==> src/tocc_params.svh <==
/*
  Constants of the timer output-compare channel: register offsets, field
  positions, reset values and trigger timing counts.
  Assumes it is included by bare name wherever these figures are needed.
*/
// Overview of operation
// - Mode and fast fields act only when direction is zero
// - Three-bit mode field in bits 14 to 12
// - Reference active high; polarity bit sets pin level
// - Mode 000 freezes output on match
// - Mode 001 sets reference on match
// - Mode 010 clears reference on match
// - Mode 011 toggles reference on match
// - Modes 100/101 force reference inactive/active
// - PWM1: active below compare up, inactive above down
// - PWM2 counting down: active above compare
// - PWM level changes on compare change or from frozen
// - Buffer off: compare write reaches shadow at once
// - Buffer on: buffer copied to shadow each update
// - Fast off: no activation before five cycles
// - Fast on: trigger edge acts as match, three cycles
// - Fast enable acts only in PWM modes
`ifndef TOCC_PARAMS_SVH
`define TOCC_PARAMS_SVH

// ==========================================================================
// Register map
`define TOCC_OFS_MODE 8'h00
`define TOCC_OFS_CMP 8'h04
`define TOCC_OFS_STATUS 8'h08

// ==========================================================================
// Mode register fields
`define TOCC_DIR_LSB 8
`define TOCC_DIR_MSB 9
`define TOCC_FAST_BIT 10
`define TOCC_BUF_BIT 11
`define TOCC_MODE_LSB 12
`define TOCC_MODE_MSB 14
`define TOCC_MODE_WMASK 32'h00007F00
`define TOCC_MODE_RST 32'h00000000

// ==========================================================================
// Compare value and status fields
`define TOCC_CMP_W 16
`define TOCC_CMP_RST 16'h0000
`define TOCC_STAT_REF_BIT 0
`define TOCC_STAT_PIN_BIT 1
`define TOCC_STAT_WARN_BIT 2
`define TOCC_STAT_SHADOW_LSB 16

// ==========================================================================
// Trigger timing, in clock cycles from the sampled trigger edge
`define TOCC_TRIG_FAST_CYCLES 3
`define TOCC_TRIG_NORMAL_CYCLES 5

`endif

==> src/tocc_pkg.sv <==
/*
  Types and shared functions of the timer output-compare channel.
  Assumes tocc_params.svh is on the include path.
*/
`include "tocc_params.svh"

package tocc_pkg;

  // ========================================================================
  // Types
  typedef logic [`TOCC_CMP_W-1:0] tocc_cmp_t;

  typedef enum logic [2:0] {
    TOCC_FROZEN = 3'h0,
    TOCC_SET = 3'h1,
    TOCC_CLEAR = 3'h2,
    TOCC_TOGGLE = 3'h3,
    TOCC_FORCE_LOW = 3'h4,
    TOCC_FORCE_HIGH = 3'h5,
    TOCC_PWM1 = 3'h6,
    TOCC_PWM2 = 3'h7
  } tocc_mode_t;

  typedef enum logic [1:0] {
    TOCC_PH_IDLE = 2'b01,
    TOCC_PH_DATA = 2'b10
  } tocc_phase_t;

  // ========================================================================
  // Functions
  function automatic logic tocc_is_pwm(input tocc_mode_t m);
    return (m == TOCC_PWM1) || (m == TOCC_PWM2);
  endfunction : tocc_is_pwm

  function automatic logic tocc_pwm_level(input tocc_mode_t m, input logic down,
                                          input tocc_cmp_t cnt, input tocc_cmp_t ccr);
    logic lvl;
    lvl = down ? !(cnt > ccr) : (cnt < ccr);
    return (m == TOCC_PWM2) ? !lvl : lvl;
  endfunction : tocc_pwm_level

endpackage : tocc_pkg

==> src/tocc_link_if.sv <==
/*
  Carrier between the channel core, its compare store and its trigger stage.
  Assumes a single clock and synchronous active-high reset.
*/
`timescale 1ns/10ps

interface tocc_link_if (
  input wire logic clk,
  input wire logic rst
);
  import tocc_pkg::*;

  logic cmp_wr;
  tocc_cmp_t cmp_wdata;
  logic buf_en;
  logic update_event;
  tocc_cmp_t cmp_rdata;
  tocc_cmp_t shadow;
  logic trig_in;
  logic fast_hit;
  logic hold;

  modport core (input clk, input rst, output cmp_wr, output cmp_wdata, output buf_en,
                output update_event, output trig_in, input cmp_rdata, input shadow,
                input fast_hit, input hold);
  modport store (input clk, input rst, input cmp_wr, input cmp_wdata, input buf_en,
                 input update_event, output cmp_rdata, output shadow);
  modport trig (input clk, input rst, input trig_in, output fast_hit, output hold);
endinterface : tocc_link_if

==> src/tocc_cmp_store.sv <==
/*
  Compare value store: buffer register, active shadow register and the
  registered read-back word.
  Assumes the core raises cmp_wr for one cycle per software write.
*/
`timescale 1ns/10ps
`include "tocc_params.svh"

module tocc_cmp_store (
  tocc_link_if.store lnk
);
  import tocc_pkg::*;

  tocc_cmp_t preload;

  always_ff @(posedge lnk.clk) begin
    if (lnk.rst) begin
      preload <= `TOCC_CMP_RST;
    end else if (lnk.cmp_wr) begin
      preload <= lnk.cmp_wdata;
    end
  end

  // A write landing with the update event goes straight through, not lost
  always_ff @(posedge lnk.clk) begin
    if (lnk.rst) begin
      lnk.shadow <= `TOCC_CMP_RST;
    end else if (!lnk.buf_en && lnk.cmp_wr) begin
      lnk.shadow <= lnk.cmp_wdata;
    end else if (lnk.buf_en && lnk.update_event) begin
      lnk.shadow <= lnk.cmp_wr ? lnk.cmp_wdata : preload;
    end
  end

  always_ff @(posedge lnk.clk) begin
    if (lnk.rst) begin
      lnk.cmp_rdata <= `TOCC_CMP_RST;
    end else begin
      lnk.cmp_rdata <= lnk.buf_en ? preload : lnk.shadow;
    end
  end

  property p_direct_write;
    @(posedge lnk.clk) disable iff (lnk.rst)
      (!lnk.buf_en && lnk.cmp_wr) |=> (lnk.shadow == $past(lnk.cmp_wdata));
  endproperty
  a_direct_write: assert property (p_direct_write) else $error("direct write missed");

  property p_buffered_write;
    @(posedge lnk.clk) disable iff (lnk.rst)
      (lnk.buf_en && lnk.cmp_wr && !lnk.update_event) |=> $stable(lnk.shadow) ##1
      (lnk.cmp_rdata == $past(lnk.cmp_wdata, 2) || !$past(lnk.buf_en));
  endproperty
  a_buffered_write: assert property (p_buffered_write) else $error("buffer leaked");

endmodule : tocc_cmp_store

==> src/tocc_trig_edge.sv <==
/*
  Trigger edge stage: detects rising trigger edges, times the fast path and
  the window in which normal compare activation is held back.
  Assumes trig_in is synchronous to the clock.
*/
`timescale 1ns/10ps
`include "tocc_params.svh"

module tocc_trig_edge (
  tocc_link_if.trig lnk
);
  import tocc_pkg::*;

  localparam int SR_W = `TOCC_TRIG_NORMAL_CYCLES - 2;

  logic trig_prev;
  logic [SR_W-1:0] stage;
  logic trig_edge;

  assign trig_edge = lnk.trig_in && !trig_prev;

  always_ff @(posedge lnk.clk) begin
    if (lnk.rst) begin
      trig_prev <= 1'b0;
      stage <= '0;
    end else begin
      trig_prev <= lnk.trig_in;
      stage <= {stage[SR_W-2:0], trig_edge};
    end
  end

  // Hit two cycles after the edge so the registered pin moves in the third
  assign lnk.fast_hit = stage[`TOCC_TRIG_FAST_CYCLES-2];
  assign lnk.hold = trig_edge || (|stage);

  property p_fast_delay;
    @(posedge lnk.clk) disable iff (lnk.rst)
      trig_edge |-> !lnk.fast_hit ##1 !lnk.fast_hit ##1 lnk.fast_hit;
  endproperty
  a_fast_delay: assert property (p_fast_delay) else $error("fast hit mistimed");

  property p_hold_window;
    @(posedge lnk.clk) disable iff (lnk.rst)
      trig_edge |-> lnk.hold [*4];
  endproperty
  a_hold_window: assert property (p_hold_window) else $error("hold window short");

endmodule : tocc_trig_edge

==> src/tocc_channel.sv <==
/*
  Output-compare channel of a general-purpose timer with an AHB-Lite slave
  for its mode, compare and status registers.
  Assumes the counter, update event, trigger and polarity come from the
  surrounding timer, synchronous to clk.
*/
// Chosen here: the address map and the AHB-Lite register port.
`timescale 1ns/10ps
`include "tocc_params.svh"

module tocc_channel (
  input wire logic clk,
  input wire logic rst,
  input wire logic hsel,
  input wire logic [31:0] haddr,
  input wire logic [1:0] htrans,
  input wire logic hwrite,
  input wire logic [2:0] hsize,
  input wire logic [31:0] hwdata,
  input wire logic hready,
  output logic hreadyout,
  output logic [31:0] hrdata,
  output logic hresp,
  input wire tocc_pkg::tocc_cmp_t counter_value,
  input wire logic count_down,
  input wire logic update_event,
  input wire logic trigger_in,
  input wire logic ch2_output_polarity,
  input wire logic one_pulse_select,
  output logic ch2_compare_reference,
  output logic ch2_output_pin
);
  import tocc_pkg::*;

  // ========================================================================
  // Sub-blocks
  tocc_link_if lnk (
    .clk(clk),
    .rst(rst)
  );

  tocc_cmp_store u_store (
    .lnk(lnk)
  );

  tocc_trig_edge u_trig (
    .lnk(lnk)
  );

  // ========================================================================
  // AHB-Lite slave
  tocc_phase_t phase;
  logic [7:0] dp_addr;
  logic dp_write;
  logic addr_take;
  logic wr_en;
  logic [31:0] mode_reg;
  logic [31:0] status_word;

  // Only whole-word transfers are issued; hsize is not needed for lanes
  assign addr_take = hsel && htrans[1] && hready;
  assign wr_en = (phase == TOCC_PH_DATA) && dp_write;

  always_ff @(posedge clk) begin
    if (rst) begin
      phase <= TOCC_PH_IDLE;
      dp_addr <= 8'h00;
      dp_write <= 1'b0;
    end else begin
      case (phase)
        TOCC_PH_IDLE, TOCC_PH_DATA: begin
          phase <= addr_take ? TOCC_PH_DATA : TOCC_PH_IDLE;
        end
        default: begin
          phase <= TOCC_PH_IDLE;
        end
      endcase
      if (addr_take) begin
        dp_addr <= haddr[7:0];
        dp_write <= hwrite;
      end
    end
  end

  always_ff @(posedge clk) begin
    if (rst) begin
      mode_reg <= `TOCC_MODE_RST;
    end else if (wr_en && dp_addr == `TOCC_OFS_MODE) begin
      mode_reg <= hwdata & `TOCC_MODE_WMASK;
    end
  end

  assign lnk.cmp_wr = wr_en && (dp_addr == `TOCC_OFS_CMP);
  assign lnk.cmp_wdata = hwdata[`TOCC_CMP_W-1:0];
  assign lnk.update_event = update_event;
  assign lnk.trig_in = trigger_in;
  assign hreadyout = 1'b1;
  assign hresp = 1'b0;

  // Unmapped offsets read as zero and ignore writes
  always_comb begin
    hrdata = 32'h00000000;
    if (phase == TOCC_PH_DATA && !dp_write) begin
      case (dp_addr)
        `TOCC_OFS_MODE: hrdata = mode_reg;
        `TOCC_OFS_CMP: hrdata = {16'h0000, lnk.cmp_rdata};
        `TOCC_OFS_STATUS: hrdata = status_word;
        default: hrdata = 32'h00000000;
      endcase
    end
  end

  // ========================================================================
  // Field decode
  logic is_output;
  logic fast_en;
  tocc_mode_t eff_mode;
  logic pwm_on;
  logic fast_on;
  logic cfg_warn;

  assign is_output = (mode_reg[`TOCC_DIR_MSB:`TOCC_DIR_LSB] == 2'h0);
  assign eff_mode = is_output ? tocc_mode_t'(mode_reg[`TOCC_MODE_MSB:`TOCC_MODE_LSB])
                              : TOCC_FROZEN;
  assign fast_en = mode_reg[`TOCC_FAST_BIT];
  assign lnk.buf_en = mode_reg[`TOCC_BUF_BIT];
  assign pwm_on = tocc_is_pwm(eff_mode);
  assign fast_on = fast_en && pwm_on;
  // Flags an unbuffered PWM setup that software should not use
  assign cfg_warn = pwm_on && !lnk.buf_en && !one_pulse_select;

  assign status_word = {lnk.shadow, 13'h0000, cfg_warn, ch2_output_pin,
                        ch2_compare_reference};

  // ========================================================================
  // Compare reference
  logic match;
  logic pwm_level;
  logic prev_level;
  tocc_mode_t prev_mode;
  logic cmp_level;
  logic fast_event;
  logic blocked;
  logic next_ref;
  logic raw_ref;

  assign match = (counter_value == lnk.shadow);
  assign pwm_level = tocc_pwm_level(eff_mode, count_down, counter_value, lnk.shadow);
  // Level a compare match drives in each PWM mode
  assign cmp_level = (eff_mode == TOCC_PWM2);
  assign fast_event = fast_on && lnk.fast_hit;

  always_comb begin
    raw_ref = ch2_compare_reference;
    case (eff_mode)
      TOCC_SET: begin
        if (match) raw_ref = 1'b1;
      end
      TOCC_CLEAR: begin
        if (match) raw_ref = 1'b0;
      end
      TOCC_TOGGLE: begin
        if (match) raw_ref = !ch2_compare_reference;
      end
      TOCC_FORCE_LOW: begin
        raw_ref = 1'b0;
      end
      TOCC_FORCE_HIGH: begin
        raw_ref = 1'b1;
      end
      TOCC_PWM1, TOCC_PWM2: begin
        if (fast_event) begin
          raw_ref = cmp_level;
        end else if (pwm_level != prev_level || prev_mode == TOCC_FROZEN) begin
          raw_ref = pwm_level;
        end
      end
      default: begin
        raw_ref = ch2_compare_reference;
      end
    endcase
  end

  // Without the fast path a rise, other than forced active, is held off for the
  // trigger window; the PWM level is retried afterwards, a single match event is dropped
  assign blocked = lnk.hold && !fast_on && raw_ref && !ch2_compare_reference &&
                   (eff_mode != TOCC_FORCE_HIGH);
  assign next_ref = blocked ? ch2_compare_reference : raw_ref;

  always_ff @(posedge clk) begin
    if (rst) begin
      ch2_compare_reference <= 1'b0;
      ch2_output_pin <= 1'b0;
    end else begin
      ch2_compare_reference <= next_ref;
      ch2_output_pin <= next_ref ^ ch2_output_polarity;
    end
  end

  always_ff @(posedge clk) begin
    if (rst) begin
      prev_level <= 1'b0;
      prev_mode <= TOCC_FROZEN;
    end else begin
      if (!blocked) begin
        prev_level <= pwm_level;
      end
      prev_mode <= eff_mode;
    end
  end

  // ========================================================================
  // Checks
  property p_input_dir;
    @(posedge clk) disable iff (rst)
      !is_output |=> $stable(ch2_compare_reference);
  endproperty
  a_input_dir: assert property (p_input_dir) else $error("input channel moved ref");

  property p_mode_field;
    @(posedge clk) disable iff (rst)
      (is_output && mode_reg[14:12] == 3'h4) |=> !ch2_compare_reference;
  endproperty
  a_mode_field: assert property (p_mode_field) else $error("mode field misplaced");

  property p_polarity;
    @(posedge clk) disable iff (rst)
      !$past(rst) |-> (ch2_output_pin == (ch2_compare_reference ^ $past(ch2_output_polarity)));
  endproperty
  a_polarity: assert property (p_polarity) else $error("pin polarity wrong");

  property p_frozen;
    @(posedge clk) disable iff (rst)
      (eff_mode == TOCC_FROZEN) |=> (ch2_compare_reference == $past(ch2_compare_reference));
  endproperty
  a_frozen: assert property (p_frozen) else $error("frozen mode moved ref");

  property p_set_match;
    @(posedge clk) disable iff (rst)
      (eff_mode == TOCC_SET && match && !lnk.hold) |=> ch2_compare_reference;
  endproperty
  a_set_match: assert property (p_set_match) else $error("set on match failed");

  property p_clear_match;
    @(posedge clk) disable iff (rst)
      (eff_mode == TOCC_CLEAR && match) |=> !ch2_compare_reference;
  endproperty
  a_clear_match: assert property (p_clear_match) else $error("clear on match failed");

  property p_toggle_match;
    @(posedge clk) disable iff (rst)
      (eff_mode == TOCC_TOGGLE && match && !lnk.hold) |=>
      (ch2_compare_reference != $past(ch2_compare_reference));
  endproperty
  a_toggle_match: assert property (p_toggle_match) else $error("toggle failed");

  property p_force;
    @(posedge clk) disable iff (rst)
      (eff_mode == TOCC_FORCE_HIGH) |=> ch2_compare_reference ##0
      ($past(eff_mode) != TOCC_FORCE_LOW);
  endproperty
  a_force: assert property (p_force) else $error("force active failed");

  property p_pwm1_up;
    @(posedge clk) disable iff (rst)
      (eff_mode == TOCC_PWM1 && !count_down && counter_value < lnk.shadow &&
       !prev_level && !lnk.hold && !fast_event) |=> ch2_compare_reference;
  endproperty
  a_pwm1_up: assert property (p_pwm1_up) else $error("pwm1 not active");

  property p_pwm2_down;
    @(posedge clk) disable iff (rst)
      (eff_mode == TOCC_PWM2 && count_down && counter_value > lnk.shadow &&
       !prev_level && !lnk.hold && !fast_event) |=> ch2_compare_reference;
  endproperty
  a_pwm2_down: assert property (p_pwm2_down) else $error("pwm2 not active");

  property p_pwm_steady;
    @(posedge clk) disable iff (rst)
      (pwm_on && pwm_level == prev_level && prev_mode == eff_mode && !fast_event) |=>
      $stable(ch2_compare_reference);
  endproperty
  a_pwm_steady: assert property (p_pwm_steady) else $error("pwm ref moved");

  property p_hold_rise;
    @(posedge clk) disable iff (rst)
      (lnk.hold && !fast_on && !ch2_compare_reference && eff_mode != TOCC_FORCE_HIGH) |=>
      !ch2_compare_reference;
  endproperty
  a_hold_rise: assert property (p_hold_rise) else $error("early activation");

  property p_fast_match;
    @(posedge clk) disable iff (rst)
      fast_event |=> (ch2_compare_reference == $past(cmp_level));
  endproperty
  a_fast_match: assert property (p_fast_match) else $error("fast match missed");

  property p_fast_pwm_only;
    @(posedge clk) disable iff (rst)
      (fast_en && lnk.fast_hit && eff_mode == TOCC_SET && !match) |=>
      $stable(ch2_compare_reference);
  endproperty
  a_fast_pwm_only: assert property (p_fast_pwm_only) else $error("fast acted off pwm");

  // ========================================================================
  // Register and PWM level checks
  property p_read_idle;
    @(posedge clk) disable iff (rst)
      !(phase == TOCC_PH_DATA && !dp_write) |-> (hrdata == 32'h00000000);
  endproperty
  a_read_idle: assert property (p_read_idle) else $error("read data outside read phase");

  property p_mode_mask;
    @(posedge clk) disable iff (rst)
      (mode_reg & ~`TOCC_MODE_WMASK) == 32'h00000000;
  endproperty
  a_mode_mask: assert property (p_mode_mask) else $error("reserved mode bit set");

  property p_mode_keep;
    @(posedge clk) disable iff (rst)
      (wr_en && dp_addr != `TOCC_OFS_MODE) |=> $stable(mode_reg);
  endproperty
  a_mode_keep: assert property (p_mode_keep) else $error("mode changed by other write");

  property p_pwm1_down;
    @(posedge clk) disable iff (rst)
      (eff_mode == TOCC_PWM1 && count_down && counter_value > lnk.shadow &&
       prev_level && !fast_event) |=> !ch2_compare_reference;
  endproperty
  a_pwm1_down: assert property (p_pwm1_down) else $error("pwm1 not inactive");

  property p_pwm2_up;
    @(posedge clk) disable iff (rst)
      (eff_mode == TOCC_PWM2 && !count_down && counter_value < lnk.shadow &&
       prev_level && !fast_event) |=> !ch2_compare_reference;
  endproperty
  a_pwm2_up: assert property (p_pwm2_up) else $error("pwm2 not inactive");

  property p_frozen_entry;
    @(posedge clk) disable iff (rst)
      (pwm_on && prev_mode == TOCC_FROZEN && !fast_event && !blocked) |=>
      (ch2_compare_reference == $past(pwm_level));
  endproperty
  a_frozen_entry: assert property (p_frozen_entry) else $error("pwm entry level wrong");

endmodule : tocc_channel

==> config.mk <==
export PLATFORM = sky130hd
export DESIGN_NAME = tocc_channel
export DESIGN_NICKNAME = d
export VERILOG_FILES = /design/src/tocc_pkg.sv /design/src/tocc_link_if.sv /design/src/tocc_cmp_store.sv /design/src/tocc_trig_edge.sv /design/src/tocc_channel.sv
export VERILOG_INCLUDE_DIRS = /design/src
export SDC_FILE = /design/constraint.sdc
export NUM_CORES = 1
export LEC_CHECK = 0
export ABC_AREA = 1
export BUFFER_PORTS_ARGS = -buffer_cell sky130_fd_sc_hd__buf_2
export CAP_MARGIN = 20
export CORE_UTILIZATION = 37
export CTS_CLUSTER_DIAMETER = 60
export DETAILED_ROUTE_END_ITERATION = 10
export PLACE_DENSITY = 0.61
export SETUP_SLACK_MARGIN = 0.05
export SLEW_MARGIN = 30
export SYNTH_ARGS = -nofsm -noshare
export SYNTH_HDL_FRONTEND = slang
export SYNTH_SLANG_ARGS = --single-unit
==> constraint.sdc <==
create_clock -name clk -period 3.2 [get_ports clk]
set_clock_uncertainty 0.15 [all_clocks]
set_input_delay 0.16 -clock clk [delete_from_list [all_inputs] [get_ports clk]]
set_output_delay 0.16 -clock clk [all_outputs]
set_load 0.05 [all_outputs]
==> flow_summary.json, run 1 <==
{
  "hold_depth": 5,
  "worst_ir_drop_vdd_mv": 0.246,
  "rsz0062_at_grt": "false",
  "synth_seq_area_share_pct": 41.4,
  "drt-total-wl_um": 9680,
  "critPathMaxStageDelay_ns": 0.47,
  "routedWlPerCell_um": 13.0,
  "start_util_pct": 38.0,
  "insertion_delay_ns": 0.35,
  "hold_viol_final": 0,
  "cts.htree.levels": 3,
  "grt_pass1_vias": 3219,
  "crit_family": "buffers and inverters",
  "postCtsSetupRepairBufs": 0,
  "rr_startpoint": "u_store.lnk.shadow[7]",
  "grt.total_usage_pct": 19.4,
  "drv_cap": 0,
  "syn_area_sq_um": 3680,
  "final_cell_mix": "buf_2, nand2_1, dfxtp_1",
  "drv_slew": 0,
  "setup_viol": 0,
  "coreArea_sq_um": 9680,
  "grt_pass1_wl_um": 15300,
  "io_buffers": 84,
  "path_max_fanout": 16,
  "ios": 131,
  "reg2reg_slack_ns": 0.48,
  "use_met3_pct": 3.86,
  "first_iter_violations": 170,
  "reg2reg_to": "ch2_output_pin",
  "reg.largest.list": "u_store.lnk.cmp_rdata x16, u_store.lnk.shadow x16, u_store.preload x16",
  "grt_use_met1_pct": 25.5,
  "cts_resized": 0,
  "synth-seq-cells": 76,
  "crit_slowest_cell": "nand2_1",
  "antenna_left": 0,
  "critPathKind": "reg -> out",
  "synth_top_area_share_pct": 41.4,
  "worstSetupEndpointType": "output port",
  "cts_tree": "yes",
  "synthTopCellsByArea": "dfxtp_1, nand2_1, inv_1",
  "min_to": "u_store.lnk.shadow[5]",
  "grt_max_degree": 42,
  "clock_tree.root_cell": "clkbuf_8",
  "ys_warn_count": 0,
  "synth_top_family_by_area": "simple AND/OR/NAND/NOR gates",
  "clockBufferDepth": 2,
  "drt-pass1-iter-count": 4,
  "synthMuxAreaShare_pct": 1.63,
  "dp_cells": 702,
  "busiest_layer": "met2",
  "p_per_area_nw_per_um2": 423,
  "use_met2_pct": 32.2,
  "via_per_inst": 4.71,
  "crit_chain": "inv_1 > ha_1 > nand2_1 > clkinv_1 > o31ai_1 > buf_4 > a21oi_1 > buf_2",
  "ctsHoldBuffers": 27,
  "die_width_um": 102,
  "yosys.area_share.simple_pct": 22.0,
  "antenna_found_initial": 0,
  "num_vias": 3504,
  "p_leak_uw": 0.00216,
  "final_nets": 721,
  "clock.fmax_mhz": 359,
  "cts_buffers": 9,
  "synth_adder_area_share_pct": 6.46,
  "cts.sinks": 76,
  "netlist_instances": 499,
  "min_period_over_period_pct": 87.1,
  "period_minus_slack_ns": 2.79,
  "antenna_cells": 0,
  "syn_area_per_cell_sq_um": 7.37,
  "hold_class": "in -> reg",
  "crit_buf_inv": 4,
  "clkTransAtPathRegs_ns": 0.08,
  "setup_tns_ns": 0,
  "gr-total-overflow": 0,
  "worstPathRequired_ns": 2.89,
  "worst-r2r-cell-count": 15,
  "syn_to_final_growth_pct": 28.9,
  "place.gp.congestion": 0.858,
  "yosys.area.top_type": "dfxtp_1",
  "stdcell_count": 744,
  "final_common_cell": "buf_2",
  "drive_above_1_share_pct": 20.9,
  "ys_types": 31,
  "worstSetupStartpointType": "flop",
  "synthXorXnorAreaFrac_pct": 0,
  "power.total_uw": 2000,
  "rows": 36,
  "dieArea_sq_um": 10300,
  "worst_pin_slew_ns": 0.624,
  "dp_hpwl_um": 7060,
  "syn-num-nets": 613,
  "synth_compound_area_share_pct": 18.1,
  "min_from": "update_event",
  "drcViolationCount": 0,
  "cp_data_arrival_time_ns": 2.48,
  "maxSlewHeadroom_pct": 58.3,
  "status": "finished, final reports clean",
  "die_h_um": 102
}
## worst reg2reg max path, stage by stage, from the launching register on
cell and delay [ns]:
dfxtp_1 0.36, inv_1 0.09, ha_1 0.30, nand2_1 0.09, nor3_1 0.33, nand2_1 0.14, ha_1 0.29, mux2i_1 0.14
nor2_1 0.06, o21a_1 0.17, nor3_1 0.13, nand2_1 0.14, nand3_1 0.12, nand2_1 0.05, inv_1 0.05, nor2_1 0.03
## layout make-up
class / count / area (sq um)
Clock buffer: 9 / 124
Clock inverter: 6 / 114
Fill cell: 950 / 4940
Inverter: 74 / 278
Multi-Input combinational cell: 326 / 1780
Sequential cell: 76 / 1520
Tap cell: 133 / 166
Timing Repair Buffer: 120 / 758
## per-layer routing
layer	vias to the layer above	wire [um]
met2	85	4470
li1	1827	-
met5	-	0
met4	0	99
met1	1584	4610
met3	8	493
## per-stage QoR
step	hold WS (ns)	utilization, %	setup slack, ns	area (sq um)
finish	0.158	48.9	0.413	4740
global route	0.171	48.9	0.157	4740
CTS	0.145	48.9	0.408	4740
detailed placement	0.267	43.7	0.462	4230
global placement	0.259	43.7	0.500	4230
floorplan	0.146	-	0.718	3680
## worst max-delay path by stage
| stage | from | end | slack (ns) | cells past startpoint |
|---|---|---|---|---|
| after floorplan | dp_addr[4] | hrdata[22] | 0.72 | 4 |
| after global placement | u_store.lnk.shadow[7] | ch2_output_pin | 0.50 | 15 |
| after detailed placement | u_store.lnk.shadow[7] | ch2_output_pin | 0.46 | 15 |
| after CTS | phase[0] | hrdata[1] | 0.41 | 8 |
| after global routing | u_store.lnk.shadow[15] | ch2_output_pin | 0.16 | 17 |
| final | phase[0] | hrdata[1] | 0.41 | 8 |
## power breakdown
| part | switching (uW) | leakage [uW] | internal, uW | total (uW) |
|---|---|---|---|---|
| Sequential | 6.17 | 0.000614 | 955 | 961 |
| Clock | 355 | 0.000112 | 515 | 869 |
| Combinational | 95.5 | 0.00143 | 76.6 | 172 |
| Total | 456 | 0.00216 | 1550 | 2000 |
## cell usage after synthesis (all sizes together)
cell type	n
ha	19
nand2	78
a21oi	42
nor2	72
a32oi	1
conb	2
o31ai	1
clkinv	1
mux2i	6
o21ai	46
a211oi	16
nand4	3
nand3	12
dfxtp	76
or3	1
nor4	4
buf	6
inv	73
a31oi	1
o21a	1
clkbuf	17
nor3	21
## cell families after synthesis
logic type	Yosys count
DFF	76
AOI/OAI and AO/OA	108
buffers and inverters	97
and+or+nand+nor	191
adders and majority gates	19
other	2
muxes	6
(Power assumes the default switching activity.)
==> inputs of run 2 (changes only) <==
--- a/config.mk
+++ b/config.mk
@@ -12,6 +12,7 @@
 export CORE_UTILIZATION = 37
 export CTS_CLUSTER_DIAMETER = 60
 export DETAILED_ROUTE_END_ITERATION = 10
+export GPL_TIMING_DRIVEN = 0
 export PLACE_DENSITY = 0.61
 export SETUP_SLACK_MARGIN = 0.05
 export SLEW_MARGIN = 30
==> run 2 against run 1 <==
Effect of this change:
- via count increased by 4.1%
- largest power group unchanged
- sequential power barely moved
- clock-buffer cell count up 2
- critical path depth decreased by 2
- wire length grew 9.3%
- non-clock buffer count is 13 higher
- core utilization decreased by 0.12 points
- register-to-register slack got worse by 0.09 ns
- largest cell class unchanged
- die area did not move
- sequential cell count stayed put
==> flow_summary.json, run 2 (same netlist as run 1, synthesis figures left out) <==
{
  "setup_viol": 0,
  "antenna_left": 0,
  "crit_chain": "nor4_2 > nand2_1 > nor3_2 > o31ai_2 > a21oi_1 > buf_2",
  "insertion_delay_ns": 0.36,
  "final_cell_mix": "buf_2, nand2_1, dfxtp_1",
  "worstSetupEndpointType": "output port",
  "clockBufferDepth": 2,
  "postCtsSetupRepairBufs": 0,
  "drv_slew": 0,
  "clkTransAtPathRegs_ns": 0.08,
  "gr-total-overflow": 0,
  "min_period_over_period_pct": 94.3,
  "status": "finished, final reports clean",
  "die_h_um": 102,
  "multi_input_area_sq_um": 1780,
  "hold_class": "in -> reg",
  "drv_cap": 0,
  "first_iter_violations": 145,
  "stdcell_count": 758,
  "period_minus_slack_ns": 3.02,
  "crit_family": "simple AND/OR/NAND/NOR gates",
  "drcViolationCount": 0,
  "power.total_uw": 1860,
  "cts_buffers": 9,
  "drive_above_1_share_pct": 19.5,
  "maxSlewHeadroom_pct": 40.3,
  "clock_tree.root_cell": "clkbuf_8",
  "met3_length_um": 637,
  "hold_viol_final": 0,
  "grt_pass1_wl_um": 16500,
  "io_buffers": 83,
  "critPathKind": "reg -> out",
  "rsz0062_at_grt": "false",
  "p_leak_uw": 0.00213,
  "final_nets": 734,
  "setup_tns_ns": 0,
  "crit_slowest_cell": "nor3_2",
  "cp_data_arrival_time_ns": 2.71,
  "p_per_area_nw_per_um2": 394,
  "grt_max_degree": 14,
  "syn_to_final_growth_pct": 28.6,
  "worst_ir_drop_vdd_mv": 0.210,
  "drt-total-wl_um": 10600,
  "register_area_sq_um": 1520,
  "start_util_pct": 38.0,
  "place.gp.congestion": 0.880,
  "critPathMaxStageDelay_ns": 0.63,
  "cts.htree.levels": 3,
  "dieArea_sq_um": 10300,
  "worst_pin_slew_ns": 0.890,
  "top_layer_used": "met4",
  "ios": 131,
  "clock.fmax_mhz": 331,
  "grt.total_usage_pct": 21.5,
  "cts_tree": "yes",
  "wl_met2_um": 4950,
  "drt-pass1-iter-count": 5,
  "dp_hpwl_um": 8040,
  "worstPathRequired_ns": 2.89,
  "grt_pass1_vias": 3453,
  "antenna_found_initial": 0,
  "rows": 36,
  "worstSetupStartpointType": "flop",
  "die_width_um": 102,
  "crit_buf_inv": 1,
  "coreArea_sq_um": 9680,
  "nFillCells": 997,
  "final_common_cell": "buf_2",
  "antenna_cells": 0,
  "num_vias": 3646,
  "wl_met1_um": 4800,
  "reg.largest.list": "u_store.lnk.cmp_rdata x16, u_store.lnk.shadow x16, u_store.preload x16",
  "routedWlPerCell_um": 14.0,
  "dp_cells": 715,
  "path_max_fanout": 10,
  "via_per_inst": 4.81,
  "cts.sinks": 76
}
[run 2: cell types whose count changed in the layout (fill, tap and decap cells not counted)]
| cell | previous run | this run |
|---|---|---|
| clkbuf_1 | 0 | 19 |
| buf_4 | 9 | 3 |
| bufinv_16 | 3 | 1 |
| buf_1 | 0 | 1 |
| buf_2 | 84 | 85 |
| clkinv_4 | 1 | 2 |
| inv_1 | 72 | 73 |
| inv_2 | 1 | 0 |
| o31ai_1 | 1 | 0 |
| o31ai_2 | 0 | 1 |
[run 2: area by class of cell]
cell class | instances | share of cell area (%)
Sequential cell | 76 | 32.2
Clock buffer | 11 | 2.78
Timing Repair Buffer | 110 | 14.5
Inverter | 74 | 5.87
Tap cell | 133 | 3.52
Buffer | 23 | 2.12
Clock inverter | 5 | 1.32
Multi-Input combinational cell | 326 | 37.7
[run 2: repair_timing]
| action | in CTS | in global routing |
|---|---|---|
| hold buffers | 27 | 0 |
| gates resized for setup | 0 | 0 |
| hold endpoints to repair | 34 | 0 |
[run 2: power by group]
part	internal [uW]	total [uW]	switching, uW	leakage (uW)
Sequential	955	961	6.18	0.000614
Clock	363	725	361	0.0000897
Combinational	75.3	176	100	0.00143
Total	1390	1860	468	0.00213
[run 2: metal layers]
metal / track usage [%] / vias to the layer above
li1: - / 1860
met1: 26.7 / 1662
met2: 36.8 / 108
met3: 3.11 / 16
met4: 9.36 / 0
met5: 0 / -
[run 2: worst reg2reg max path: stages (launching register included)]
cell	delay (ns)
dfxtp_1	0.38
inv_1	0.08
ha_1	0.30
nand2_1	0.10
nor3_1	0.38
nand2_1	0.14
ha_1	0.29
mux2i_1	0.14
nor2_1	0.06
o21a_1	0.17
nor3_1	0.13
nand2_1	0.14
nand3_1	0.12
nand2_1	0.06
inv_1	0.05
nor2_1	0.03
[run 2: metrics by stage]
step | cell area, sq um | setup slack, ns | util [%] | hold slack (ns)
after global placement | 4260 | 0.435 | 44.0 | 0.240
after global routing | 4730 | 0.0504 | 48.8 | 0.109
after floorplan | 3680 | 0.718 | - | 0.146
final | 4730 | 0.182 | 48.8 | 0.0582
after detailed placement | 4260 | 0.444 | 44.0 | 0.255
after CTS | 4730 | 0.217 | 48.8 | 0.0624
[run 2: worst paths after layout]
path | start | endpoint | slack [ns] | cells past startpoint
max | dp_addr[4] | hrdata[11] | 0.18 | 6
min | rst | phase[1] | 0.06 | 2
max reg2reg | u_store.lnk.shadow[7] | ch2_output_pin | 0.39 | 15
min reg2reg | u_trig.trig_prev | u_trig.stage[0] | 0.27 | 1
==> inputs of run 3 (changes only) <==
--- a/config.mk
+++ b/config.mk
@@ -6,7 +6,6 @@
 export SDC_FILE = /design/constraint.sdc
 export NUM_CORES = 1
 export LEC_CHECK = 0
-export ABC_AREA = 1
 export BUFFER_PORTS_ARGS = -buffer_cell sky130_fd_sc_hd__buf_2
 export CAP_MARGIN = 20
 export CORE_UTILIZATION = 37
==> run 3 against run 2 <==
Effect of this change:
- fmax is 1.5% higher
- core utilization is 1.5 points higher
- non-clock buffer count grew 3
- register-to-register slack got worse by 0.16 ns
- clock power grew 21%
- synthesized cell count fell by 17%
- critical path depth is 7 higher
- die area rose by 1.4%
- wire length shrank 6.6%
- hold slack got worse by 0.041 ns
- area after synthesis is 1.4% higher
==> flow_summary.json, run 3 <==
{
  "maxSlewHeadroom_pct": 39.8,
  "hold_slack_ns": 0.0168,
  "final_common_cell": "buf_2",
  "final_util_pct": 50.3,
  "rows": 36,
  "drive_above_1_share_pct": 26.7,
  "dp_hpwl_um": 7230,
  "synth_top_area_share_pct": 40.8,
  "ios": 131,
  "async_flop_share_pct": 0,
  "hold_viol_final": 0,
  "clockBufferDepth": 2,
  "syn_area_per_cell_sq_um": 9.01,
  "crit_slowest_cell": "dfxtp_4",
  "drt-total-wl_um": 9880,
  "p_per_area_nw_per_um2": 407,
  "antenna_found_initial": 0,
  "ys_types": 44,
  "clock_tree.root_cell": "clkbuf_8",
  "reg.largest.list": "u_store.lnk.cmp_rdata x16, u_store.lnk.shadow x16, u_store.preload x16",
  "final_nets": 652,
  "drcViolationCount": 0,
  "ys.flop_type": "dfxtp_1",
  "status": "finished, final reports clean",
  "worstPathRequired_ns": 3.28,
  "syn-num-nets": 528,
  "cts_tree": "yes",
  "first_iter_violations": 99,
  "cp_data_arrival_time_ns": 3.06,
  "place.gp.congestion": 0.838,
  "synth-edff-count": 0,
  "insertion_delay_ns": 0.36,
  "worst_pin_slew_ns": 0.897,
  "grt_pass1_wl_um": 15600,
  "rsz0062_at_grt": "true",
  "worstSetupStartpointType": "flop",
  "critPathMaxStageDelay_ns": 0.37,
  "critPathKind": "reg -> reg",
  "syn_to_final_growth_pct": 31.8,
  "synth-seq-cells": 76,
  "synthTopCellsByArea": "dfxtp_1, mux2i_1, nor2_1",
  "p_leak_uw": 0.00191,
  "setup_viol": 0,
  "syn_area_sq_um": 3730,
  "via_per_inst": 4.82,
  "start_util_pct": 38.1,
  "setup_tns_ns": 0,
  "synthTopCellsByCount": "dfxtp_1, nor2_1, mux2i_1",
  "drv_slew": 0,
  "path_max_fanout": 6,
  "clock.fmax_mhz": 336,
  "yosys.area.top_type": "dfxtp_1",
  "gr-total-overflow": 0,
  "dieArea_sq_um": 10500,
  "grt_max_degree": 14,
  "worstSetupEndpointType": "flop",
  "drv_cap": 0,
  "routedWlPerCell_um": 14.6,
  "grt_pass1_vias": 3195,
  "antenna_cells": 0,
  "cts_buffers": 9,
  "die_width_um": 102,
  "cts.htree.levels": 3,
  "netlist_instances": 414,
  "coreArea_sq_um": 9770,
  "hold_class": "in -> reg",
  "synth_seq_area_share_pct": 40.8,
  "drt-pass1-iter-count": 4,
  "crit_path_frequent_cell": "nand4_1",
  "ys_warn_count": 0,
  "period_minus_slack_ns": 2.97,
  "die_h_um": 102,
  "grt.total_usage_pct": 20.0,
  "cts.sinks": 76,
  "num_vias": 3260,
  "synth.most_common_cell": "dfxtp_1",
  "crit_chain": "inv_1 > ha_4 > nand4_1 > nor3_2 > nand4_1 > ha_2 > nand4b_1 > nand2_1 > a31oi_1 > o22a_2 > nor4_2 > a221oi_2 > o211ai_1",
  "clkTransAtPathRegs_ns": 0.09,
  "worst_ir_drop_vdd_mv": 0.226,
  "io_buffers": 84,
  "antenna_left": 0,
  "min_period_over_period_pct": 92.9,
  "final_cell_mix": "buf_2, dfxtp_1, nor2_1"
}
[run 3: cell count changes after synthesis, moves of 6 or more]
cell / before / now
nand2_1: 77 / 28
inv_1: 73 / 21
nand3_1: 12 / 3
a21oi_1: 42 / 18
o21ai_0: 35 / 5
and2_1: 0 / 25
clkbuf_1: 17 / 11
o21ai_1: 10 / 0
mux2i_1: 6 / 40
nor2b_1: 0 / 11
a22oi_1: 0 / 10
nor3_1: 19 / 8
[run 3: logic make-up (layout without fill, tap and decap cells)]
kind of cell | count (synthesis) | in the layout | share of synthesized area [%]
simple gates | 170 | 170 | 22.5
flops | 76 | 76 | 40.8
compound gates | 61 | 61 | 12.7
buf+inv | 44 | 173 | 5.74
mux | 41 | 41 | 11.4
fa+ha+maj | 19 | 19 | 6.38
other cells | 2 | 2 | 0.201
xor+xnor | 1 | 1 | 0.235
[run 3: power breakdown]
part	total [uW]	internal [uW]	switching, uW
registers	957	950	6.44
logic	164	75.3	89.0
clock network	880	520	360
[run 3: through the flow]
step           instance area, sq um  instances  power (uW)  setup WS, ns
3_5_place_dp                   4320        631        1120        -0.109
3_3_place_gp                   4320        631        1110       -0.0863
4_1_cts                        4830        674        2010        0.0841
2_1_floorplan                  3730        414        1060         0.561
6_report                       4910        676        2000         0.226
5_1_grt                        4910        676        2080        0.0336
[run 3: final cells by class]
type	count	area (sq um)
plain buffers	23	135
repair buffers	113	703
well taps	133	166
clock inverters	6	113
inverters	21	78.8
fillers	969	4860
multi-input cells	294	2050
clock buffers	10	128
flip-flops and latches	76	1540
[run 3: critical path: cells and delay by family (launching register included)]
family                   cells  cell delay (ns)
AND/OR/NAND/NOR              6             0.94
AO/OA/AOI/OAI                4             0.73
adder cells (fa/ha/maj)      2             0.61
flip-flops                   1             0.37
buffers and inverters        1             0.06
[run 3: repair_timing]
action | CTS | global route
resized for setup | 2 | 17
hold buffers | 26 | 0
pin swaps | 3 | 6
setup buffers | 1 | 2
endpoints found under the setup margin | 2 | 12
gates cloned | 0 | 0
endpoints found under the hold margin | 32 | 0
[run 3: path summary, 6_finish.rpt]
path / from / end / slack [ns] / depth (start not counted)
worst min-delay path: rst / ch2_output_pin / 0.02 / 4
worst min register to register: u_trig.trig_prev / u_trig.stage[0] / 0.26 / 1
worst max-delay path: u_store.lnk.shadow[13] / ch2_output_pin / 0.23 / 13
worst max register to register: u_store.lnk.shadow[13] / ch2_output_pin / 0.23 / 13
[run 3: per-layer routing]
metal | global-route usage (%) | up-vias | part of all wire (%)
met1 | 24.1 | 1505 | 46
met4 | 6.81 | 0 | 1.3
met5 | 0 | - | 0
met3 | 3.63 | 10 | 4.0
li1 | - | 1658 | -
met2 | 35.6 | 87 | 49
